**src/imp_ctl_map.svh**
```systemverilog
`ifndef IMP_CTL_MAP_SVH
`define IMP_CTL_MAP_SVH

// Register addresses on the special-function register bus.
`define IMP_ADDR_ENABLE_MAIN 8'ha8
`define IMP_ADDR_LEVEL_MAIN  8'hb8
`define IMP_ADDR_ENABLE_ONE  8'he6
`define IMP_ADDR_ENABLE_TWO  8'he7
`define IMP_ADDR_LEVEL_ONE   8'hf6
`define IMP_ADDR_LEVEL_TWO   8'hf7
`define IMP_ADDR_SOFT_TRIG   8'had

// Reset value shared by every mapped register of the block.
`define IMP_REG_RESET 8'h00

// Writable bits of each register; all others read zero.
`define IMP_WMASK_ENABLE_MAIN 8'hbf
`define IMP_WMASK_LEVEL_MAIN  8'h3f
`define IMP_WMASK_EXT_ONE     8'hf5
`define IMP_WMASK_EXT_TWO     8'hbe
`define IMP_WMASK_SOFT_TRIG   8'hf0

// Main enable and main level field positions.
`define IMP_BIT_GATE   7
`define IMP_BIT_TIMER2 5
`define IMP_BIT_UART   4
`define IMP_BIT_TIMER1 3
`define IMP_BIT_PIN1   2
`define IMP_BIT_TIMER0 1
`define IMP_BIT_PIN0   0

// First extended enable and level field positions.
`define IMP_BIT_CMP1_RISE 7
`define IMP_BIT_CMP1_FALL 6
`define IMP_BIT_CMP0_RISE 5
`define IMP_BIT_CMP0_FALL 4
`define IMP_BIT_ADC_WIN   2
`define IMP_BIT_SPI       0

// Second extended enable and level field positions.
`define IMP_BIT_CRYSTAL  7
`define IMP_BIT_SOFT0_EN 2
`define IMP_BIT_ADC_DONE 1

// Soft trigger register: trigger 0 sits at this bit, trigger 3 three above.
`define IMP_BIT_SOFT0_TRIG 4

`endif

```
**src/imp_pkg.sv**
```systemverilog
package imp_pkg;

  // Sources in fixed tie-break order; a lower code wins a tie.
  typedef enum logic [4:0] {
    IMP_SRC_PIN0     = 5'h00,
    IMP_SRC_TIMER0   = 5'h01,
    IMP_SRC_PIN1     = 5'h02,
    IMP_SRC_TIMER1   = 5'h03,
    IMP_SRC_UART     = 5'h04,
    IMP_SRC_TIMER2   = 5'h05,
    IMP_SRC_SPI      = 5'h06,
    IMP_SRC_ADC_WIN  = 5'h07,
    IMP_SRC_CMP0_F   = 5'h08,
    IMP_SRC_CMP0_R   = 5'h09,
    IMP_SRC_CMP1_F   = 5'h0a,
    IMP_SRC_CMP1_R   = 5'h0b,
    IMP_SRC_ADC_DONE = 5'h0c,
    IMP_SRC_SOFT0    = 5'h0d,
    IMP_SRC_SOFT1    = 5'h0e,
    IMP_SRC_SOFT2    = 5'h0f,
    IMP_SRC_SOFT3    = 5'h10,
    IMP_SRC_CRYSTAL  = 5'h11
  } imp_src_t;

  localparam int unsigned IMP_NUM_SRC = 18;

  // One register bus access from the core.
  typedef struct packed {
    logic       rd;
    logic       wr;
    logic [7:0] addr;
    logic [7:0] wdata;
  } imp_sfr_req_t;

  // Pending flags of the peripherals, all on the core clock.
  typedef struct packed {
    logic timer0_overflow_flag;
    logic timer1_overflow_flag;
    logic timer2_overflow_flag;
    logic uart_rx_done;
    logic uart_tx_done;
    logic spi_irq;
    logic adc_window;
    logic adc_done;
    logic cmp0_fall;
    logic cmp0_rise;
    logic cmp1_fall;
    logic cmp1_rise;
    logic crystal_valid_flag;
  } imp_flags_t;

  // Request presented to the core.
  typedef struct packed {
    logic     valid;
    logic     high;
    imp_src_t id;
  } imp_grant_t;

  // Service nesting state, one-hot.
  typedef enum logic [3:0] {
    IMP_SVC_IDLE = 4'h1,
    IMP_SVC_LOW  = 4'h2,
    IMP_SVC_HIGH = 4'h4,
    IMP_SVC_NEST = 4'h8
  } imp_svc_t;

endpackage : imp_pkg
```
**src/imp_arbiter.sv**
```systemverilog
`timescale 1ns/1ps
`default_nettype none

// Picks the winning request: high level first, then lowest source index.
module imp_arbiter #(
  parameter int unsigned N = 18
) (
  input  wire logic [N-1:0] i_req,
  input  wire logic [N-1:0] i_high,
  output logic              o_valid,
  output logic              o_high,
  output logic [4:0]        o_idx
);

  // Scan from the top down so the lowest index is the last to overwrite.
  always_comb begin
    logic [N-1:0] hi_req;
    hi_req  = i_req & i_high;
    o_valid = |i_req;
    o_high  = |hi_req;
    o_idx   = 5'h00;
    for (int k = N - 1; k >= 0; k--) begin
      if (o_high ? hi_req[k] : i_req[k]) begin
        o_idx = 5'(k);
      end
    end
  end

endmodule : imp_arbiter

`default_nettype wire

```
**src/imp_ctl.sv**
```systemverilog
// Operation
// - Global gate low blocks every source.
// - Timer mask bits gate timer overflow requests.
// - UART mask gates receive and transmit requests.
// - Pin mask bits gate external pin requests.
// - Main level bits set six sources' priority.
// - First extended masks gate comparator edges.
// - First extended masks gate ADC window, SPI.
// - Second extended masks gate soft interrupts.
// - Second extended masks gate crystal, ADC done.
// - First extended level bits set priorities.
// - Second extended level bits set priorities.
// - Unused bits read zero, ignore writes.
// - Reserved bit six always reads zero.
// - High preempts low; high never preempted.
// - Higher level first, ties by order.
// - Requests sampled and decoded every clock-enabled cycle.
// - Soft trigger raises request; software clears.
`timescale 1ns/1ps
`default_nettype none
`include "imp_ctl_map.svh"

module imp_ctl
  import imp_pkg::*;
#(
  parameter int unsigned NUM_SRC = IMP_NUM_SRC
) (
  input  wire logic         i_core_clk,
  input  wire logic         i_nrst,
  input  wire logic         i_clk_en,
  input  wire imp_sfr_req_t i_sfr,
  input  wire imp_flags_t   i_flags,
  input  wire logic         i_ext_irq_pin0_n,
  input  wire logic         i_ext_irq_pin1_n,
  input  wire logic         i_vec_ack,
  input  wire logic         i_svc_return,
  output logic [7:0]        o_sfr_rdata,
  output logic              o_sfr_rvalid,
  output imp_grant_t        o_grant,
  output imp_svc_t          o_svc_state
);

  // Register file.
  logic [7:0] enable_main_q, enable_main_d;
  logic [7:0] level_main_q,  level_main_d;
  logic [7:0] enable_one_q,  enable_one_d;
  logic [7:0] enable_two_q,  enable_two_d;
  logic [7:0] level_one_q,   level_one_d;
  logic [7:0] level_two_q,   level_two_d;
  logic [7:0] soft_trig_q,   soft_trig_d;
  logic [7:0] rdata_q,       rdata_d;
  logic       rvalid_q,      rvalid_d;

  // Pin synchronisers.
  logic [1:0] pin_meta_q, pin_meta_d;
  logic [1:0] pin_sync_q, pin_sync_d;

  // Service nesting and presented request.
  imp_svc_t   svc_q, svc_d;
  imp_grant_t grant_q, grant_d;

  // Per-source views.
  logic [NUM_SRC-1:0] raw_req;
  logic [NUM_SRC-1:0] src_mask;
  logic [NUM_SRC-1:0] src_level;
  logic [NUM_SRC-1:0] gated_req;
  logic [NUM_SRC-1:0] eligible_req;
  logic               arb_valid;
  logic               arb_high;
  logic [4:0]         arb_idx;

  // Register writes and reads. Each write is masked so unused and
  // reserved bits stay zero whatever software puts on the bus.
  always_comb begin
    enable_main_d = enable_main_q;
    level_main_d  = level_main_q;
    enable_one_d  = enable_one_q;
    enable_two_d  = enable_two_q;
    level_one_d   = level_one_q;
    level_two_d   = level_two_q;
    soft_trig_d   = soft_trig_q;
    rdata_d       = rdata_q;
    rvalid_d      = i_sfr.rd;
    if (i_sfr.wr) begin
      unique case (i_sfr.addr)
        `IMP_ADDR_ENABLE_MAIN: enable_main_d = i_sfr.wdata & `IMP_WMASK_ENABLE_MAIN;
        `IMP_ADDR_LEVEL_MAIN:  level_main_d  = i_sfr.wdata & `IMP_WMASK_LEVEL_MAIN;
        `IMP_ADDR_ENABLE_ONE:  enable_one_d  = i_sfr.wdata & `IMP_WMASK_EXT_ONE;
        `IMP_ADDR_ENABLE_TWO:  enable_two_d  = i_sfr.wdata & `IMP_WMASK_EXT_TWO;
        `IMP_ADDR_LEVEL_ONE:   level_one_d   = i_sfr.wdata & `IMP_WMASK_EXT_ONE;
        `IMP_ADDR_LEVEL_TWO:   level_two_d   = i_sfr.wdata & `IMP_WMASK_EXT_TWO;
        `IMP_ADDR_SOFT_TRIG:   soft_trig_d   = i_sfr.wdata & `IMP_WMASK_SOFT_TRIG;
        default: ;
      endcase
    end
    if (i_sfr.rd) begin
      // Unmapped addresses answer zero.
      unique case (i_sfr.addr)
        `IMP_ADDR_ENABLE_MAIN: rdata_d = enable_main_q;
        `IMP_ADDR_LEVEL_MAIN:  rdata_d = level_main_q;
        `IMP_ADDR_ENABLE_ONE:  rdata_d = enable_one_q;
        `IMP_ADDR_ENABLE_TWO:  rdata_d = enable_two_q;
        `IMP_ADDR_LEVEL_ONE:   rdata_d = level_one_q;
        `IMP_ADDR_LEVEL_TWO:   rdata_d = level_two_q;
        `IMP_ADDR_SOFT_TRIG:   rdata_d = soft_trig_q;
        default:               rdata_d = 8'h00;
      endcase
    end
  end

  // Registers hold while the clock enable is low.
  always_ff @(posedge i_core_clk) begin
    if (!i_nrst) begin
      enable_main_q <= `IMP_REG_RESET;
      level_main_q  <= `IMP_REG_RESET;
      enable_one_q  <= `IMP_REG_RESET;
      enable_two_q  <= `IMP_REG_RESET;
      level_one_q   <= `IMP_REG_RESET;
      level_two_q   <= `IMP_REG_RESET;
      soft_trig_q   <= `IMP_REG_RESET;
      rdata_q       <= 8'h00;
      rvalid_q      <= 1'b0;
    end else if (i_clk_en) begin
      enable_main_q <= enable_main_d;
      level_main_q  <= level_main_d;
      enable_one_q  <= enable_one_d;
      enable_two_q  <= enable_two_d;
      level_one_q   <= level_one_d;
      level_two_q   <= level_two_d;
      soft_trig_q   <= soft_trig_d;
      rdata_q       <= rdata_d;
      rvalid_q      <= rvalid_d;
    end
  end

  // The pins come from outside the clock domain; the first stage feeds
  // only the second, and the active-low level is inverted after that.
  always_comb begin
    pin_meta_d = {i_ext_irq_pin1_n, i_ext_irq_pin0_n};
    pin_sync_d = pin_meta_q;
  end

  // Synchroniser stages idle high, matching released pins.
  always_ff @(posedge i_core_clk) begin
    if (!i_nrst) begin
      pin_meta_q <= 2'h3;
      pin_sync_q <= 2'h3;
    end else if (i_clk_en) begin
      pin_meta_q <= pin_meta_d;
      pin_sync_q <= pin_sync_d;
    end
  end

  // Raw pending requests by source index.
  always_comb begin
    raw_req                   = '0;
    raw_req[IMP_SRC_PIN0]     = !pin_sync_q[0];
    raw_req[IMP_SRC_TIMER0]   = i_flags.timer0_overflow_flag;
    raw_req[IMP_SRC_PIN1]     = !pin_sync_q[1];
    raw_req[IMP_SRC_TIMER1]   = i_flags.timer1_overflow_flag;
    raw_req[IMP_SRC_UART]     = i_flags.uart_rx_done | i_flags.uart_tx_done;
    raw_req[IMP_SRC_TIMER2]   = i_flags.timer2_overflow_flag;
    raw_req[IMP_SRC_SPI]      = i_flags.spi_irq;
    raw_req[IMP_SRC_ADC_WIN]  = i_flags.adc_window;
    raw_req[IMP_SRC_CMP0_F]   = i_flags.cmp0_fall;
    raw_req[IMP_SRC_CMP0_R]   = i_flags.cmp0_rise;
    raw_req[IMP_SRC_CMP1_F]   = i_flags.cmp1_fall;
    raw_req[IMP_SRC_CMP1_R]   = i_flags.cmp1_rise;
    raw_req[IMP_SRC_ADC_DONE] = i_flags.adc_done;
    raw_req[IMP_SRC_CRYSTAL]  = i_flags.crystal_valid_flag;
    for (int k = 0; k < 4; k++) begin
      raw_req[int'(IMP_SRC_SOFT0) + k] = soft_trig_q[`IMP_BIT_SOFT0_TRIG + k];
    end
  end

  // Mask bit of each source.
  always_comb begin
    src_mask = '0;
    src_mask[IMP_SRC_TIMER2]   = enable_main_q[`IMP_BIT_TIMER2];
    src_mask[IMP_SRC_TIMER1]   = enable_main_q[`IMP_BIT_TIMER1];
    src_mask[IMP_SRC_TIMER0]   = enable_main_q[`IMP_BIT_TIMER0];
    src_mask[IMP_SRC_UART]     = enable_main_q[`IMP_BIT_UART];
    src_mask[IMP_SRC_PIN1]     = enable_main_q[`IMP_BIT_PIN1];
    src_mask[IMP_SRC_PIN0]     = enable_main_q[`IMP_BIT_PIN0];
    src_mask[IMP_SRC_CMP1_R]   = enable_one_q[`IMP_BIT_CMP1_RISE];
    src_mask[IMP_SRC_CMP1_F]   = enable_one_q[`IMP_BIT_CMP1_FALL];
    src_mask[IMP_SRC_CMP0_R]   = enable_one_q[`IMP_BIT_CMP0_RISE];
    src_mask[IMP_SRC_CMP0_F]   = enable_one_q[`IMP_BIT_CMP0_FALL];
    src_mask[IMP_SRC_ADC_WIN]  = enable_one_q[`IMP_BIT_ADC_WIN];
    src_mask[IMP_SRC_SPI]      = enable_one_q[`IMP_BIT_SPI];
    src_mask[IMP_SRC_CRYSTAL]  = enable_two_q[`IMP_BIT_CRYSTAL];
    src_mask[IMP_SRC_ADC_DONE] = enable_two_q[`IMP_BIT_ADC_DONE];
    for (int k = 0; k < 4; k++) begin
      src_mask[int'(IMP_SRC_SOFT0) + k] = enable_two_q[`IMP_BIT_SOFT0_EN + k];
    end
  end

  // Priority level of each source; one means high.
  always_comb begin
    src_level = '0;
    src_level[IMP_SRC_TIMER2]   = level_main_q[`IMP_BIT_TIMER2];
    src_level[IMP_SRC_UART]     = level_main_q[`IMP_BIT_UART];
    src_level[IMP_SRC_TIMER1]   = level_main_q[`IMP_BIT_TIMER1];
    src_level[IMP_SRC_PIN1]     = level_main_q[`IMP_BIT_PIN1];
    src_level[IMP_SRC_TIMER0]   = level_main_q[`IMP_BIT_TIMER0];
    src_level[IMP_SRC_PIN0]     = level_main_q[`IMP_BIT_PIN0];
    src_level[IMP_SRC_CMP1_R]   = level_one_q[`IMP_BIT_CMP1_RISE];
    src_level[IMP_SRC_CMP1_F]   = level_one_q[`IMP_BIT_CMP1_FALL];
    src_level[IMP_SRC_CMP0_R]   = level_one_q[`IMP_BIT_CMP0_RISE];
    src_level[IMP_SRC_CMP0_F]   = level_one_q[`IMP_BIT_CMP0_FALL];
    src_level[IMP_SRC_ADC_WIN]  = level_one_q[`IMP_BIT_ADC_WIN];
    src_level[IMP_SRC_SPI]      = level_one_q[`IMP_BIT_SPI];
    src_level[IMP_SRC_CRYSTAL]  = level_two_q[`IMP_BIT_CRYSTAL];
    src_level[IMP_SRC_ADC_DONE] = level_two_q[`IMP_BIT_ADC_DONE];
    for (int k = 0; k < 4; k++) begin
      src_level[int'(IMP_SRC_SOFT0) + k] = level_two_q[`IMP_BIT_SOFT0_EN + k];
    end
  end

  // Gating by mask, global gate and current service depth. A running
  // high routine blocks everything, a running low one admits only high.
  always_comb begin
    gated_req = raw_req & src_mask & {NUM_SRC{enable_main_q[`IMP_BIT_GATE]}};
    unique case (svc_q)
      IMP_SVC_IDLE: eligible_req = gated_req;
      IMP_SVC_LOW:  eligible_req = gated_req & src_level;
      default:      eligible_req = '0;
    endcase
  end

  imp_arbiter #(
    .N (NUM_SRC)
  ) u_arbiter (
    .i_req   (eligible_req),
    .i_high  (src_level),
    .o_valid (arb_valid),
    .o_high  (arb_high),
    .o_idx   (arb_idx)
  );

  // Service depth follows the core's acknowledge and return strobes.
  // An acknowledge always refers to the request presented this cycle.
  always_comb begin
    grant_d.valid = arb_valid;
    grant_d.high  = arb_high;
    grant_d.id    = imp_src_t'(arb_idx);
    svc_d         = svc_q;
    unique case (svc_q)
      IMP_SVC_IDLE: begin
        if (i_vec_ack && grant_q.valid) begin
          svc_d = grant_q.high ? IMP_SVC_HIGH : IMP_SVC_LOW;
        end
      end
      IMP_SVC_LOW: begin
        if (i_vec_ack && grant_q.valid && grant_q.high) begin
          svc_d = IMP_SVC_NEST;
        end else if (i_svc_return) begin
          svc_d = IMP_SVC_IDLE;
        end
      end
      IMP_SVC_HIGH: begin
        if (i_svc_return) begin
          svc_d = IMP_SVC_IDLE;
        end
      end
      IMP_SVC_NEST: begin
        if (i_svc_return) begin
          svc_d = IMP_SVC_LOW;
        end
      end
      default: svc_d = IMP_SVC_IDLE;
    endcase
    // Drop the presented request the cycle after it was taken, so the
    // core never sees a stale grant while the depth updates.
    if (i_vec_ack) begin
      grant_d.valid = 1'b0;
    end
  end

  // Service state and presented request registers.
  always_ff @(posedge i_core_clk) begin
    if (!i_nrst) begin
      svc_q   <= IMP_SVC_IDLE;
      grant_q <= '{valid: 1'b0, high: 1'b0, id: IMP_SRC_PIN0};
    end else if (i_clk_en) begin
      svc_q   <= svc_d;
      grant_q <= grant_d;
    end
  end

  // Outputs are taken straight from registers.
  assign o_sfr_rdata  = rdata_q;
  assign o_sfr_rvalid = rvalid_q;
  assign o_grant      = grant_q;
  assign o_svc_state  = svc_q;

endmodule : imp_ctl

`default_nettype wire

```
**config.mk**
```make
export PLATFORM = sky130hd
export DESIGN_NAME = imp_ctl
export DESIGN_NICKNAME = d
export VERILOG_FILES = /design/src/imp_pkg.sv /design/src/imp_arbiter.sv /design/src/imp_ctl.sv
export VERILOG_INCLUDE_DIRS = /design/src
export SDC_FILE = /design/constraint.sdc
export NUM_CORES = 1
export LEC_CHECK = 0
export BUFFER_PORTS_ARGS = -buffer_cell sky130_fd_sc_hd__buf_2
export CORE_AREA = 2 2 93 103
export DETAILED_ROUTE_END_ITERATION = 8
export DIE_AREA = 0 0 95 105
export HOLD_SLACK_MARGIN = 0.15
export PLACE_DENSITY = 0.76
export SYNTH_ARGS = -nofsm -noshare
export SYNTH_HDL_FRONTEND = slang
export SYNTH_SLANG_ARGS = --single-unit
```
**constraint.sdc**
```tcl
create_clock -name i_core_clk -period 5.5 [get_ports i_core_clk]
set_input_delay 0.275 -clock i_core_clk [delete_from_list [all_inputs] [get_ports i_core_clk]]
set_output_delay 0.275 -clock i_core_clk [all_outputs]
set_load 0.01 [all_outputs]
```
# After elaboration in Yosys (flattened, before gate mapping)
# Cells that the tools add are included.
# totals
reg_bits,65
input_bits,38
word_cells,93
out_inout_bits,20
# classes
eq_ne,13
muxes,45
bitwise_logic,5
n_reduce_logical,15
# ops
operator,n
$mux 5,18
$and 18x18->18,4
$eq 8x8->1 const B,7
$pmux 8 s7,1
$pmux 18 s2,1
$reduce_or 18->1,2
$reduce_and 3->1,8
$mux 1,19
$mux 4,4
$pmux 4 s4,1
$eq 4x1->1 const B,1
$eq 4x2->1 const B,1
$eq 4x3->1 const B,1
$eq 4x4->1 const B,1
$ne 2x2->1 const B,2
$mux 3,1
$logic_and 1x1->1,2
$logic_not 1->1,2
$reduce_and 2->1,1
$or 1x1->1,1

# Longest topological paths before layout
# Gate-level depths: netlist (run 1).
# logic_depth
depth_word,26
mapped_depth,10
ltp_nobuf,8

# Hierarchy
# A second synthesis (run 1) with hierarchy kept.
# hier_totals
hier_cells,442
area_unflattened_um2,3985.1
# modules_own_cells
mod,cells_each,n_inst,seq_area_each_um2,area_each_um2
imp_ctl,348,1,1301.2,3362.0
imp_arbiter,94,1,0.0,623.1

# Worst setup path before layout (run 1)
# No wires, ideal clock.
# synth_timing
path_kind,reg-to-reg
from,register svc_q[1] (netlist: o_svc_state[1])
to,register grant_q (netlist bit o_grant[0])
path_buffers,2
path_slack_ns,3.385
period_less_slack_ns,2.115
arrival_time_ns,1.985
setup_ns,0.130
stages_incl_launch_ff,9
required_ns,5.370
path_cell_list,dfxtp_1 buf_2 xnor2_1 or4_4 buf_2 a21oi_1 o21ai_0 a2111oi_4 o22ai_1
# synth_between
elab_chain_len,23
elab_cells_between_ends,41
classes_between,eq/ne: 2; mux: 37; bitwise: 1; reduce/logical: 1
# synth_rtl
item,line,rtl
from (decl),imp_ctl.sv:59,"imp_svc_t svc_q, svc_d;"
from (signal assigned),imp_ctl.sv:286,svc_q <= svc_d;
$eq 4x2->1 / $eq 4x1->1 (equally long branches),imp_ctl.sv:224,unique case (svc_q)
$pmux 18 s2 *,imp_ctl.sv:224,
$and 18x18->18,imp_arbiter.sv:18,hi_req = i_req & i_high;
$reduce_or 18->1,imp_arbiter.sv:20,o_high = |hi_req;
$mux 1,imp_arbiter.sv:23,if (o_high ? hi_req[k] : i_req[k]) begin
$mux 5 (17 in a row),imp_arbiter.sv:23,
$mux 5 *,imp_arbiter.sv:23,
to (signal assigned),imp_ctl.sv:284,"grant_q <= '{valid: 1'b0, high: 1'b0, id: IMP_SRC_PIN0};"
to (signal assigned),imp_ctl.sv:287,grant_q <= grant_d;
to (decl),imp_ctl.sv:60,"imp_grant_t grant_q, grant_d;"
# Every way passes the cells marked *; elsewhere a longest branch is shown, timed or not.
# A chain may end at the register's enable or synchronous reset.

# Final worst setup path (run 1)
# Same ends and word-level chain as after synthesis.

==> results of run 1 <==
==> kinds of logic (layout without fill, tap and decap cells) <==
| kind of cell | after synthesis | in the layout | share of synthesized area, % |
|---|---|---|---|
| and+or+nand+nor | 194 | 194 | 27.8 |
| AOI/OAI and AO/OA | 102 | 102 | 18.6 |
| DFF | 65 | 65 | 33.1 |
| muxes | 60 | 60 | 16.2 |
| buffers and inverters | 36 | 84 | 4.04 |
| xor gates and xnor gates | 1 | 1 | 0.223 |
==> metal layers <==
layer  vias up  global-route usage, %  share of wire [%]
li1       1753                      -                  -
met4         0                   7.87                2.2
met3        30                   6.71                7.1
met1      1757                   33.0                 45
met5         -                      0                  0
met2       171                   37.4                 46
==> power groups by stage <==
stage          Sequential (W)  Clock [W]  Combinational, W
6_report             0.000478   0.000537         0.0000958
5_1_grt              0.000479   0.000566          0.000104
4_1_cts              0.000478   0.000543         0.0000955
3_5_place_dp         0.000489          0         0.0000938
3_3_place_gp         0.000489          0         0.0000929
2_1_floorplan        0.000488          0         0.0000618
==> worst paths after layout <==
| check | start | slack [ns] | end |
|---|---|---|---|
| max | o_svc_state[1]$_SDFFE_PN0P_ | 2.77 | o_grant[0]$_SDFFE_PN0P_ |
| min reg2reg | o_grant[2]$_SDFFE_PN0P_ | 0.46 | o_grant[2]$_SDFFE_PN0P_ |
| max reg2reg | o_svc_state[1]$_SDFFE_PN0P_ | 2.77 | o_grant[0]$_SDFFE_PN0P_ |
| min | i_sfr[6] | 0.21 | enable_one_q[6]$_SDFFE_PN0P_ |
==> through the flow <==
step,std cells,setup WS (ns),power [W],hold slack (ns)
after floorplan,458,3.38,0.000550,0.403
after global placement,602,2.75,0.000582,0.451
after detailed placement,602,2.80,0.000583,0.452
after CTS,620,2.78,0.00112,0.207
after global routing,620,2.55,0.00115,0.207
final,620,2.77,0.00111,0.210
==> Yosys cell counts (3+ instances only) <==
cell type / n
clkbuf_1: 17
nor4_1: 6
mux2i_1: 57
inv_1: 8
nand2_1: 43
a211oi_1: 3
o2111ai_1: 3
buf_2: 4
nor3_1: 5
a21boi_0: 3
o21ai_1: 3
nor2b_1: 61
a31oi_1: 6
dfxtp_1: 65
o221ai_1: 3
and2_1: 4
o21ai_0: 13
a21oi_1: 18
mux4_2: 3
nand3_1: 21
buf_4: 3
a22oi_1: 8
buf_1: 3
o21a_1: 5
nor2_1: 26
o22ai_1: 7
nand2b_1: 5
or3_1: 6
o211ai_1: 8
==> critical path, delay by kind of cell, from the launching register on <==
| family | cells | cell delay (ns) |
|---|---|---|
| AND/OR/NAND/NOR | 2 | 1.16 |
| AO/OA/AOI/OAI | 4 | 0.80 |
| flip-flops | 1 | 0.51 |
| XOR/XNOR | 1 | 0.18 |
==> layout make-up <==
type	instances	share of cell area [%]
Clock buffer	12	3.66
Clock inverter	4	2.16
Inverter	8	0.665
Multi-Input combinational cell	357	54.6
Sequential cell	65	28.8
Tap cell	114	3.16
Timing Repair Buffer	60	6.92
==> state kept, by name, summed over array words and instances, names as in the netlist <==
name	flops
pin_meta_q	2
level_main_q	6
level_one_q	6
enable_two_q	6
soft_trig_q	4
o_svc_state	4
pin_sync_q	2
o_sfr_rvalid	1
enable_main_q	7
level_two_q	6
o_sfr_rdata	8
enable_one_q	6
o_grant	7
==> results.ini, run 1 <==
[final_layout]
fin_nets = 539
multi_input_area_sq_um = 2470
layout_common_cells = dfxtp_1 (65), nor2b_1 (61), mux2i_1 (57), buf_2 (57), nand2_1 (43)
fin_util_pct = 50.9
seq_area_sq_um = 1300
final_common_cell = dfxtp_1
diodes = 0
drive_gt1_share_pct = 17.8
syn_to_final_growth_pct = 15.0
fillers = 826
final_area_sq_um = 4520

[global_route]
grt_pass1_wl_mm = 18.5
grt_max_degree = 64
grt_pass1_vias = 3385
antenna_found_initial = 0
grt-ovfl-total = 0
track_usage_pct = 24.4

[timing]
finalSetupTns_ns = 0
skew_ns = 0.00821
fmax_ghz = 0.366
min_period_ns = 2.73
slew_viol_final = 0
rsz0062_at_grt = false
slew_headroom_pct = 38.6
finalSetupViolations = 0
post-route-period-util_pct = 49.7
hold_viol = 0
tightest_slew_ns = 0.914

[routing]
wl_per_cell_um = 19.2
drc_errors = 0
dr.pass1.iters = 5
ant_nets = 0
wirelength_mm = 11.9
viasPerCell = 5.99
drt-initial-drc-count = 445
vias = 3711

[power]
peakVddDrop_v = 0.000143
pwr-share-clk_pct = 48.3
powerDensity_nw_per_um2 = 246
combPwrFrac_pct = 8.6
internal-power_w = 0.000850
p_leak_nw = 1.86
p_sw_share_pct = 23.5
p_switching_w = 0.000261
seqPwrFrac_pct = 43.0

[synth]
yosys_warnings = 0
yosysTopAreaCell = dfxtp_1
synth_fp_nets = 496
synth_top_area_share_pct = 33.1
synth.yosys.seq_area_share_pct = 33.1
synth_cells = 458
syn_area_sq_um = 3930
ys_ff_latch = 65
synthTopCellsByArea = dfxtp_1 (33%), mux2i_1 (15%), nor2b_1 (9.7%)
synth.avg_cell_area_sq_um = 8.58
synth_edf_count = 0
ys_types = 59
async_flop_share_pct = 0
synth_ff_type = dfxtp_1

[die]
initial_core_util_pct = 44.3
rows = 36
ios = 58
die_y_um = 105
coreArea_sq_um = 8870
dieArea_sq_um = 9980
die_w_um = 95

[placed_design]
io_buffers = 57
dp_hpwl_mm = 8.86
dpl_cell_area_sq_um = 4240
place.gp.congestion = 0.962

[cts]
htreeDepth = 3
clkTransAtPathRegs_ns = 0.08
cts_hold_buf = 2
numCtsBuffers = 9
clock-root-buffer = clkbuf_8
cts_tree = done
cts_setup_buffers = 0
clockBufferDepth = 2
cts_resized = 0
insertion_delay_ns = 0.36
cts.sinks = 65

[worst_setup_path]
crit_slowest_cell = nor4_4
cp_cell_sequence = xnor2_1 > nor4_4 > o2111ai_1 > nor2_1 > o211ai_1 > a21o_1 > o22ai_1
cp-end-kind = flop
ff2ff_path_depth = 7
crit_required_ns = 5.78
critPathKind = reg -> reg
critPathArrivalTime_ns = 3.02
crit_fanout = 16
cpPeakStageDelay_ns = 0.71
worst_setup_path_start_kind = flop

[worst_hold_path]
holdPathStages = 3
worstHoldPathType = in -> reg

[outcome]
status = completed

[run]
drv_cap = 0

(Power assumes the default switching activity.)
==> run 2: changes to the inputs <==
--- a/config.mk
+++ b/config.mk
@@ -11,7 +11,7 @@
 export DETAILED_ROUTE_END_ITERATION = 8
 export DIE_AREA = 0 0 95 105
 export HOLD_SLACK_MARGIN = 0.15
-export PLACE_DENSITY = 0.76
+export PLACE_DENSITY = 0.79
 export SYNTH_ARGS = -nofsm -noshare
 export SYNTH_HDL_FRONTEND = slang
 export SYNTH_SLANG_ARGS = --single-unit
==> constraint.sdc (replaced) <==
create_clock -name i_core_clk -period 2.27 [get_ports i_core_clk]
set_input_delay 0.1135 -clock i_core_clk [delete_from_list [all_inputs] [get_ports i_core_clk]]
set_output_delay 0.1135 -clock i_core_clk [all_outputs]
set_load 0.01 [all_outputs]
==> results.ini, run 2 (same netlist as run 1, synthesis figures left out) <==
[timing]
rsz0062_at_grt = true
post-route-period-util_pct = 98.6
holdWs_ns = 0.177
finalSetupTns_ns = 0
tightest_slew_ns = 0.572
skew_ns = 0.00965
slew_viol_final = 0
fin_ws_ns = 0.0307
finalSetupViolations = 0
min_period_ns = 2.24
slew_headroom_pct = 61.8
fmax_ghz = 0.447
hold_viol = 0

[worst_hold_path]
worstHoldPathType = in -> reg
holdPathStages = 3

[global_route]
track_usage_pct = 26.4
grt-ovfl-total = 0
grt_pass1_wl_mm = 20.2
antenna_found_initial = 0
grt_pass1_vias = 3902
grt_max_degree = 63

[worst_setup_path]
critPathArrivalTime_ns = 2.46
ff2ff_path_depth = 10
worst_setup_path_start_kind = flop
critPathKind = reg -> reg
crit_fanout = 4
crit_required_ns = 2.49
cp-end-kind = flop

[final_layout]
fin_nets = 623
fillers = 812
syn_to_final_growth_pct = 31.9
layout_common_cells = buf_4 (75), dfxtp_1 (63), nor2b_1 (61)
diodes = 0
drive_gt1_share_pct = 30.8
instances_no_fill = 704
largest_reg_flops = 8
final_common_cell = buf_4

[power]
total_power_w = 0.00233
powerDensity_nw_per_um2 = 450
p_leak_nw = 2.28
peakVddDrop_v = 0.000213

[run]
drv_cap = 0

[routing]
drc_errors = 0
highest_layer = met4
wirelength_mm = 13.0
met3WireLength_um = 892
viasPerCell = 5.83
wl_met2_mm = 6.17
drt-met1-wl_mm = 5.62
vias = 4105
dr.pass1.iters = 7
wl_per_cell_um = 18.5
drt-initial-drc-count = 378
ant_nets = 0

[die]
coreArea_sq_um = 8870
dieArea_sq_um = 9980
die_w_um = 95
rows = 36
die_y_um = 105
initial_core_util_pct = 44.3
ios = 58

[placed_design]
dp_hpwl_mm = 9.97
dp.cells = 676
io_buffers = 57
place.gp.congestion = 1.01
dp_slack_ns = 0.0323

[cts]
clock-root-buffer = clkbuf_8
clockBufferDepth = 2
clkTransAtPathRegs_ns = 0.07
cts_tree = done
insertion_delay_ns = 0.35
cts.sinks = 65
htreeDepth = 3
numCtsBuffers = 9

[outcome]
status = completed

## run 2: what timing repair did
action	4_1_cts	5_1_grt
gates resized for setup	0	23
endpoints found under the setup margin	0	6
hold buffers	10	0
endpoints found under the hold margin	28	0
buffers inserted	0	2
## run 2: worst max-delay path: stages (launching register included)
cell	delay (ns)
dfxtp_1	0.33
nand3_1	0.13
nand4_1	0.21
buf_4	0.16
nor3_2	0.05
and2_2	0.22
buf_4	0.15
a221o_1	0.32
nor4_1	0.29
buf_4	0.17
o22ai_1	0.07
## run 2: metal layers
layer,track usage [%],vias up
met5,0,-
met4,10.4,0
met3,4.04,25
met2,43.0,163
met1,34.7,1993
li1,-,1924
## run 2: per-stage QoR
step	instance area (sq um)	utilization, %
floorplan	3930	-
global placement	4800	54.1
detailed placement	4800	54.1
CTS	5080	57.2
global route	5180	58.4
finish	5180	58.4
## run 2: layout make-up
cell class	instances	area [sq um]	area share, %
multi-input combinational	357	2550	49.3
sequential	65	1300	25.2
timing repair buffer	144	980	18.9
clock buffer	13	159	3.07
tap	114	143	2.75
inverter	8	30.0	0.579
clock inverter	3	15.0	0.290
## run 2: final timing paths
path	startpoint	to	slack, ns
max	level_one_q[4]$_SDFFE_PN0P_	o_grant[0]$_SDFFE_PN0P_	0.03
min	i_sfr[5]	level_one_q[5]$_SDFFE_PN0P_	0.18
max reg2reg	level_one_q[4]$_SDFFE_PN0P_	o_grant[0]$_SDFFE_PN0P_	0.03
min reg2reg	o_sfr_rvalid$_SDFFE_PN0P_	o_sfr_rvalid$_SDFFE_PN0P_	0.48
## run 2: power breakdown
| group | internal, W | total [W] | switching, W |
|---|---|---|---|
| clock | 0.000451 | 0.000890 | 0.000439 |
| sequential | 0.00115 | 0.00116 | 0.00000698 |
| combinational | 0.000129 | 0.000287 | 0.000158 |
